--- src/hdl/atd_pkg.sv ---
// Constants and types of the accelerator task dispatcher
package atd_pkg;
  localparam int NUM_TASKS = 8;
  localparam int ID_W = 3;
  localparam logic [2:0] BG_SLOT = 3'h7;
  localparam logic [7:0] FG_MASK = 8'h7f;
  localparam logic [15:0] ENTRY_BASE = 16'h0000;
  localparam int ENTRY_SHIFT = 6;
  localparam logic [9:0] FP_BIAS = 10'h07f;
  localparam logic [7:0] FP_EXP_MAX = 8'hff;
  localparam logic [7:0] PEND_RST = 8'h00;

  typedef enum logic [1:0] {
    ATD_IDLE = 2'b00,
    ATD_RUN = 2'b01,
    ATD_BG = 2'b11,
    ATD_PRE = 2'b10
  } atd_state_t;

  typedef struct packed {
    atd_state_t st;
    logic [2:0] id;
    logic start;
    logic resume;
    logic run;
    logic bg_act;
    logic bg_saved;
    logic [15:0] addr;
    logic [31:0] conv;
    logic [31:0] prod;
  } atd_core_t;

  localparam atd_core_t CORE_RST = '{st: ATD_IDLE, id: 3'h0, start: 1'b0, resume: 1'b0, run: 1'b0,
                                     bg_act: 1'b0, bg_saved: 1'b0, addr: 16'h0000, conv: 32'h0000_0000,
                                     prod: 32'h0000_0000};
endpackage : atd_pkg

--- src/hdl/atd_pend_flag.sv ---
// One sticky pending flag of a task slot
`timescale 1ns/1ns
module atd_pend_flag (
  input wire logic sys_clk_i,
  input wire logic rst_b_i,
  input wire logic set_i,
  input wire logic clr_i,
  output logic pend_o
);
  typedef struct packed {
    logic pend;
  } atd_flag_t;

  atd_flag_t flag_q;
  atd_flag_t flag_d;

  always_comb begin
    flag_d = flag_q;
    // A trigger in the dispatch cycle survives the clear
    if (set_i) begin
      flag_d.pend = 1'b1;
    end else if (clr_i) begin
      flag_d.pend = 1'b0;
    end
  end

  always_ff @(posedge sys_clk_i or negedge rst_b_i) begin
    if (!rst_b_i) begin
      flag_q <= '{pend: 1'b0};
    end else begin
      flag_q <= flag_d;
    end
  end

  assign pend_o = flag_q.pend;
endmodule : atd_pend_flag

--- src/hdl/atd_dispatch.sv ---
// Task dispatcher of the control-loop accelerator
`timescale 1ns/1ns
module atd_dispatch (
  input wire logic sys_clk_i,
  input wire logic rst_b_i,
  input wire logic [7:0] trig_i,
  input wire logic [7:0] trig_en_i,
  input wire logic bg_mode_i,
  input wire logic task_done_i,
  input wire logic core_term_i,
  input wire logic host_term_i,
  input wire logic bg_atomic_i,
  input wire logic conv_done_i,
  input wire logic [31:0] conv_data_i,
  input wire logic [31:0] mul_a_i,
  input wire logic [31:0] mul_b_i,
  output logic [7:0] pend_o,
  output logic start_o,
  output logic resume_o,
  output logic run_o,
  output logic bg_active_o,
  output logic [2:0] task_id_o,
  output logic [15:0] task_addr_o,
  output logic [31:0] conv_result_o,
  output logic [31:0] mul_p_o
);
  atd_pkg::atd_core_t core_q;
  atd_pkg::atd_core_t core_d;
  logic [7:0] clr;
  logic [7:0] fg_pend;
  logic [3:0] pick_all;
  logic [3:0] pick_fg;
  logic bg_stop;

  // Lowest-numbered pending slot has top priority; bit 3 flags any pending
  function automatic logic [3:0] pick_lowest(input logic [7:0] vec);
    logic [3:0] res;
    res = 4'h0;
    for (int i = atd_pkg::NUM_TASKS - 1; i >= 0; i--) begin
      if (vec[i]) begin
        res = {1'b1, i[2:0]};
      end
    end
    return res;
  endfunction : pick_lowest

  // Single-cycle IEEE single-precision multiply, truncating, denormals flushed to zero
  function automatic logic [31:0] fmul(input logic [31:0] a, input logic [31:0] b);
    logic sgn;
    logic [47:0] mp;
    logic [9:0] ex;
    logic [22:0] man;
    logic [31:0] res;
    sgn = a[31] ^ b[31];
    mp = {1'b1, a[22:0]} * {1'b1, b[22:0]};
    ex = {2'b00, a[30:23]} + {2'b00, b[30:23]} - atd_pkg::FP_BIAS;
    if (mp[47]) begin
      man = mp[46:24];
      ex = ex + 10'h001;
    end else begin
      man = mp[45:23];
    end
    if (a[30:23] == 8'h00 || b[30:23] == 8'h00 || ex[9] || ex == 10'h000) begin
      res = {sgn, 31'h0000_0000};
    end else if (ex[8] || ex[7:0] == atd_pkg::FP_EXP_MAX) begin
      res = {sgn, atd_pkg::FP_EXP_MAX, 23'h000000};
    end else begin
      res = {sgn, ex[7:0], man};
    end
    return res;
  endfunction : fmul

  function automatic logic [15:0] entry_of(input logic [2:0] id);
    return atd_pkg::ENTRY_BASE + (16'({13'h0000, id}) << atd_pkg::ENTRY_SHIFT);
  endfunction : entry_of

  genvar g;
  generate
    for (g = 0; g < atd_pkg::NUM_TASKS; g++) begin : g_pend
      atd_pend_flag u_flag (
        .sys_clk_i(sys_clk_i),
        .rst_b_i(rst_b_i),
        .set_i(trig_i[g] & trig_en_i[g]),
        .clr_i(clr[g]),
        .pend_o(pend_o[g])
      );
    end
  endgenerate

  assign fg_pend = pend_o & atd_pkg::FG_MASK;
  assign pick_all = pick_lowest(pend_o);
  assign pick_fg = pick_lowest(fg_pend);
  assign bg_stop = core_term_i | host_term_i;

  always_comb begin
    core_d = core_q;
    core_d.start = 1'b0;
    core_d.resume = 1'b0;
    clr = 8'h00;
    case (core_q.st)
      atd_pkg::ATD_IDLE: begin
        // Dispatch straight from the trigger, host not involved
        if (pick_all[3]) begin
          core_d.id = pick_all[2:0];
          core_d.addr = entry_of(pick_all[2:0]);
          core_d.start = 1'b1;
          core_d.bg_saved = 1'b0;
          clr[pick_all[2:0]] = 1'b1;
          if (bg_mode_i && pick_all[2:0] == atd_pkg::BG_SLOT) begin
            core_d.st = atd_pkg::ATD_BG;
          end else begin
            core_d.st = atd_pkg::ATD_RUN;
          end
        end
      end
      atd_pkg::ATD_RUN: begin
        // Nothing else is dispatched until the running task ends
        if (task_done_i) begin
          core_d.st = atd_pkg::ATD_IDLE;
        end
      end
      atd_pkg::ATD_BG: begin
        if (bg_stop) begin
          core_d.st = atd_pkg::ATD_IDLE;
        end else if (pick_fg[3] && !bg_atomic_i) begin
          core_d.bg_saved = 1'b1;
          core_d.id = pick_fg[2:0];
          core_d.addr = entry_of(pick_fg[2:0]);
          core_d.start = 1'b1;
          clr[pick_fg[2:0]] = 1'b1;
          core_d.st = atd_pkg::ATD_PRE;
        end
      end
      atd_pkg::ATD_PRE: begin
        if (host_term_i) begin
          core_d.bg_saved = 1'b0;
        end
        if (task_done_i) begin
          if (pick_fg[3]) begin
            core_d.id = pick_fg[2:0];
            core_d.addr = entry_of(pick_fg[2:0]);
            core_d.start = 1'b1;
            clr[pick_fg[2:0]] = 1'b1;
          end else if (core_q.bg_saved && !host_term_i) begin
            core_d.id = atd_pkg::BG_SLOT;
            core_d.addr = entry_of(atd_pkg::BG_SLOT);
            core_d.resume = 1'b1;
            core_d.bg_saved = 1'b0;
            core_d.st = atd_pkg::ATD_BG;
          end else begin
            core_d.bg_saved = 1'b0;
            core_d.st = atd_pkg::ATD_IDLE;
          end
        end
      end
      default: begin
        core_d = atd_pkg::CORE_RST;
      end
    endcase
    core_d.run = (core_d.st != atd_pkg::ATD_IDLE);
    core_d.bg_act = (core_d.st == atd_pkg::ATD_BG);
    // Result latched at the completion edge, no host read in between
    if (conv_done_i) begin
      core_d.conv = conv_data_i;
    end
    core_d.prod = fmul(mul_a_i, mul_b_i);
  end

  // Own clock and state, host core never waits on this block
  always_ff @(posedge sys_clk_i or negedge rst_b_i) begin
    if (!rst_b_i) begin
      core_q <= atd_pkg::CORE_RST;
    end else begin
      core_q <= core_d;
    end
  end

  assign start_o = core_q.start;
  assign resume_o = core_q.resume;
  assign run_o = core_q.run;
  assign bg_active_o = core_q.bg_act;
  assign task_id_o = core_q.id;
  assign task_addr_o = core_q.addr;
  assign conv_result_o = core_q.conv;
  assign mul_p_o = core_q.prod;
endmodule : atd_dispatch

--- config.mk ---
export PLATFORM = sky130hd
export DESIGN_NAME = atd_dispatch
export DESIGN_NICKNAME = d
export VERILOG_FILES = /design/src/hdl/atd_pkg.sv /design/src/hdl/atd_pend_flag.sv /design/src/hdl/atd_dispatch.sv
export SDC_FILE = /design/constraint.sdc
export NUM_CORES = 2
export LEC_CHECK = 0
export BUFFER_PORTS_ARGS = -buffer_cell sky130_fd_sc_hd__buf_2
export CORE_ASPECT_RATIO = 1.75
export CORE_MARGIN = 1
export CORE_UTILIZATION = 50
export DETAILED_ROUTE_END_ITERATION = 12
export PLACE_DENSITY = 0.69
export SLEW_MARGIN = 20
export SYNTH_ARGS = -nofsm -noshare
export SYNTH_HDL_FRONTEND = slang
export SYNTH_SLANG_ARGS = --single-unit
--- constraint.sdc ---
create_clock -name sys_clk_i -period 3.1 [get_ports sys_clk_i]
set_clock_uncertainty 0.2 [all_clocks]
set_input_delay 0.155 -clock sys_clk_i [delete_from_list [all_inputs] [get_ports sys_clk_i]]
set_output_delay 0.155 -clock sys_clk_i [all_outputs]
set_load 0.05 [all_outputs]
==> Flow_metrics.wiki <==
{| class="wikitable"
! Metric !! Value
|-
| Status || finished, violations left
|-
| Failing checks || negative setup slack
|-
| Endpoint class of the critical path || flip-flop
|-
| Transition time of the tightest slew-check pin || 812 ps
|-
| Hold slack || 22.3 ps
|-
| Count of pins over their slew limit || 0
|-
| Gp weighted congestion || slightly below 1
|-
| Max-cap viol count || 0
|-
| Average via count per standard cell || about 5.4
|-
| Post-synthesis cell type count || 75
|-
| Maximum clock frequency || roughly 140 MHz
|-
| First-pass GRT wire length || ~110000 µm
|-
| Setup crit start kind || input port
|-
| Data arrival at the endpoint of the critical path || between 7000 and 8000 ps
|-
| Clock sink total || 85
|-
| Portion of the clock cycle consumed by the worst path in the final layout || 225%
|-
| Number of antenna violations at the first check in global routing || 0
|-
| Total routed wirelength || roughly 70000 µm
|-
| Min-delay worst type || in -> reg
|-
| Fraction of final layout cells sized beyond drive strength 1 || between 20% and 30%
|-
| Number of synthesized register bits || 85
|-
| Residual DRC || 0
|-
| Non-filler instance count after layout || about 3600
|-
| Critical Path Fanout Max || 8
|-
| Required time of the critical path || 3130 ps
|-
| Number of buffers on the longest clock path || 2
|-
| Number of global-route vias before repair || roughly 22000
|-
| Unrepaired setup endpoints after global routing || yes
|-
| Relative max-transition margin || between 40% and 50%
|-
| Average detailed-routed wire length per instance || 19.8 µm
|-
| Post-layout worst setup margin || -3880 ps
|-
| Maximum number of pins on one net before global-route repair || between 80 and 90
|-
| I/O pin count || between 200 and 250
|-
| Hold Path Origin || bg_atomic_i
|-
| Worst-skew pair later-pin latency || 340 ps
|-
| Clock transition at the register clock pins on the worst setup and hold paths after CTS || about 70 ps
|-
| Async S/R FF share, synth || 100%
|-
| Min Clock Period, post-route || between 6000 and 7000 ps
|-
| Number of port buffers || 201
|-
| Hold Fails Final Rpt || 0
|-
| Sequential Area || roughly 2100 µm²
|-
| GRT Resource Usage Total || 31.4%
|-
| Half-perimeter wire length after detailed placement || approximately 60000 µm
|-
| Hold endpoint || start_o
|-
| Multi-input combinational cell area || between 15000 and 20000 µm²
|-
| Number of filler cells placed in the layout || 3844
|-
| Final antenna diode count || 0
|-
| R2r startpoint || g_pend[5].u_flag.pend_o
|-
| Via count || approximately 19000
|-
| Worst Setup SP || mul_b_i[8]
|-
| FF-to-FF End || g_pend[1].u_flag.pend_o
|-
| Cell at the root of the clock tree || sky130_fd_sc_hd__clkbuf_16
|-
| Depth of the most critical reg-to-reg path || 7
|-
| Number of cells on the worst hold path || 4
|-
| Total die area || 47500 µm²
|-
| Placed insts || ~3500
|-
| Ys flop type || sky130_fd_sc_hd__dfrtp_1
|-
| Internal reg-to-reg setup slack || approximately 400 ps
|-
| Synthesized area per cell || 8.94 µm²
|-
| Number of rows in the core area || between 100 and 150
|-
| Die W || between 150 and 200 µm
|-
| Growth of design area from synthesis to finish || 23.7%
|-
| Nets@finish || 3810
|-
| Initial standard-cell utilization of the core || between 50% and 60%
|-
| Die extent in y || about 290 µm
|-
| Number of clock buffers inserted by TritonCTS || 9
|-
| TritonRoute pass-1 iters || 7
|-
| Total overflow reported by the global router || 0
|-
| Count of flip-flops with a built-in enable after synthesis || 0
|-
| Post-Syn Instances || around 2600
|-
| Setup Viol. Count Final || 31
|-
| Number of warning messages in the yosys log || 0
|-
| Total core area || between 40000 and 50000 µm²
|-
| Number of levels the H-tree was split into || 3
|-
| Setup CP Type || in -> reg
|-
| CTS tree || built
|-
| Post-synthesis sequential area ratio || approximately 9.1%
|-
| Remaining antenna violation count after routing || 0
|-
| Summed instance area of the synthesized netlist || ~23000 µm²
|-
| Final Core Density || 62.7%
|-
| Detailed router's first-iteration violation count || 954
|}
[layer usage]
layer | vias to the layer above | part of all wire, % | GRT usage, %
li1 | 8524 | - | -
met1 | 9841 | 31 | 30.1
met2 | 706 | 56 | 58.3
met3 | 312 | 3.8 | 3.75
met4 | 0 | 10 | 26.2
met5 | - | 0 | 0
[flip-flops by register name (all words and copies together), names as in the netlist]
signal	flops
bg_active_o	1
start_o	1
conv_result_o	32
task_addr_o	3
task_id_o	3
run_o	1
resume_o	1
core_q	3
g_pend.u_flag.pend_o	8
mul_p_o	32
[synthesized netlist by cell type (9+ instances only)]
master	count	area, µm²
sky130_fd_sc_hd__xnor2_1	24	210
sky130_fd_sc_hd__nand2_1	361	1360
sky130_fd_sc_hd__a21oi_1	70	350
sky130_fd_sc_hd__nor2_1	96	360
sky130_fd_sc_hd__ha_1	185	2310
sky130_fd_sc_hd__nand3_1	25	125
sky130_fd_sc_hd__xor2_1	19	166
sky130_fd_sc_hd__dfrtp_1	85	2130
sky130_fd_sc_hd__nand4_1	9	56.3
sky130_fd_sc_hd__inv_1	587	2200
sky130_fd_sc_hd__o21ai_0	38	190
sky130_fd_sc_hd__fa_1	482	9650
sky130_fd_sc_hd__buf_4	91	683
sky130_fd_sc_hd__clkbuf_1	102	383
sky130_fd_sc_hd__nor3_1	14	70.1
sky130_fd_sc_hd__mux2_2	32	360
sky130_fd_sc_hd__a21o_1	13	97.6
sky130_fd_sc_hd__and2_1	221	1380
sky130_fd_sc_hd__mux2i_1	12	120
sky130_fd_sc_hd__a31oi_1	9	56.3
[how the worst max path moves through the flow]
stage	cells past startpoint	endpoint
global placement	27	mul_p_o[8]
CTS	28	mul_p_o[22]
floorplan	25	mul_p_o[8]
finish	28	mul_p_o[22]
global route	27	mul_p_o[22]
detailed placement	26	mul_p_o[21]
[cell usage in the layout (no fill, tap or decap), types with 6 or more instances in the layout]
master,instances
sky130_fd_sc_hd__a21o_1,13
sky130_fd_sc_hd__a21oi_1,43
sky130_fd_sc_hd__a21oi_2,27
sky130_fd_sc_hd__and2_1,204
sky130_fd_sc_hd__and2_4,16
sky130_fd_sc_hd__and3_1,6
sky130_fd_sc_hd__buf_12,23
sky130_fd_sc_hd__buf_2,162
sky130_fd_sc_hd__buf_4,313
sky130_fd_sc_hd__buf_6,38
sky130_fd_sc_hd__clkbuf_16,9
sky130_fd_sc_hd__conb_1,13
sky130_fd_sc_hd__dfrtp_1,85
sky130_fd_sc_hd__dlygate4sd3_1,53
sky130_fd_sc_hd__fa_1,446
sky130_fd_sc_hd__fa_2,36
sky130_fd_sc_hd__ha_1,165
sky130_fd_sc_hd__ha_4,18
sky130_fd_sc_hd__inv_1,567
sky130_fd_sc_hd__inv_2,17
sky130_fd_sc_hd__mux2_2,32
sky130_fd_sc_hd__mux2i_1,12
sky130_fd_sc_hd__nand2_1,352
sky130_fd_sc_hd__nand3_1,24
sky130_fd_sc_hd__nand4_1,9
sky130_fd_sc_hd__nor2_1,77
sky130_fd_sc_hd__nor2_2,8
sky130_fd_sc_hd__nor2_4,11
sky130_fd_sc_hd__nor3_1,9
sky130_fd_sc_hd__nor3_2,6
sky130_fd_sc_hd__nor4_1,8
sky130_fd_sc_hd__o211ai_1,6
sky130_fd_sc_hd__o21a_1,6
sky130_fd_sc_hd__o21ai_0,31
sky130_fd_sc_hd__o21bai_1,8
sky130_fd_sc_hd__xnor2_1,24
sky130_fd_sc_hd__xor2_1,19
[logic make-up (layout without fill, tap and decap cells)]
kind of cell / count (synthesis) / count (layout) / synth area share [%]
and+or+nand+nor: 767 / 767 / 15.7
muxes: 45 / 45 / 2.11
AOI/OAI and AO/OA: 203 / 204 / 5.74
adders and majority gates: 667 / 667 / 51.4
xor gates and xnor gates: 44 / 44 / 1.69
DFF: 85 / 85 / 9.13
other: 1 / 13 / 0.0161
buffers and inverters: 792 / 1203 / 14.3
[area by class of cell]
type,count,area share (%)
well taps,583,2.53
multi-input cells,1740,64.9
inverters,589,7.74
repair buffers,598,16.4
clock inverters,7,0.217
flip-flops and latches,85,7.38
clock buffers,9,0.781
[metrics by stage]
| stage | TNS, ps | worst slack, ps | cell area [µm²] |
|---|---|---|---|
| final | -117620 | -3880 | 28800 |
| after global routing | -122250 | -4040 | 28800 |
| after CTS | -117250 | -3870 | 28300 |
| after detailed placement | -139580 | -4590 | 26800 |
| after global placement | -133040 | -4340 | 26800 |
| after floorplan | -113610 | -3750 | 23900 |
[what timing repair did]
| action | 4_1_cts | 5_1_grt |
|---|---|---|
| resized for setup | 145 | 110 |
| buffers inserted | 19 | 13 |
| hold endpoints to repair | 128 | 0 |
| hold buffers | 53 | 0 |
| setup endpoints to repair | 31 | 31 |
| pin swaps | 50 | 70 |
| cloned | 3 | 0 |
[critical path, cell delays in order]
cell                        delay (ps)
sky130_fd_sc_hd__buf_12            120
sky130_fd_sc_hd__buf_12            130
sky130_fd_sc_hd__and2_4            130
sky130_fd_sc_hd__fa_1              470
sky130_fd_sc_hd__inv_1              50
sky130_fd_sc_hd__fa_1              500
sky130_fd_sc_hd__inv_1              50
sky130_fd_sc_hd__fa_1              450
sky130_fd_sc_hd__fa_1              510
sky130_fd_sc_hd__fa_2              520
sky130_fd_sc_hd__fa_1              530
sky130_fd_sc_hd__inv_1              50
sky130_fd_sc_hd__fa_1              490
sky130_fd_sc_hd__inv_2              50
sky130_fd_sc_hd__ha_4              210
sky130_fd_sc_hd__buf_6             120
sky130_fd_sc_hd__nand3_4           100
sky130_fd_sc_hd__nor3b_2            60
sky130_fd_sc_hd__o311ai_1          280
sky130_fd_sc_hd__o211ai_1          140
sky130_fd_sc_hd__buf_4             190
sky130_fd_sc_hd__or2_4             290
sky130_fd_sc_hd__a221o_1           420
sky130_fd_sc_hd__mux2_4            350
sky130_fd_sc_hd__o21ai_4            70
sky130_fd_sc_hd__o2111ai_4         170
sky130_fd_sc_hd__buf_6             180
sky130_fd_sc_hd__a2111oi_2         200
Power is left out: the tool's default activity adds up to more than one toggle a clock period on the data nets, which glitch-free logic cannot reach.
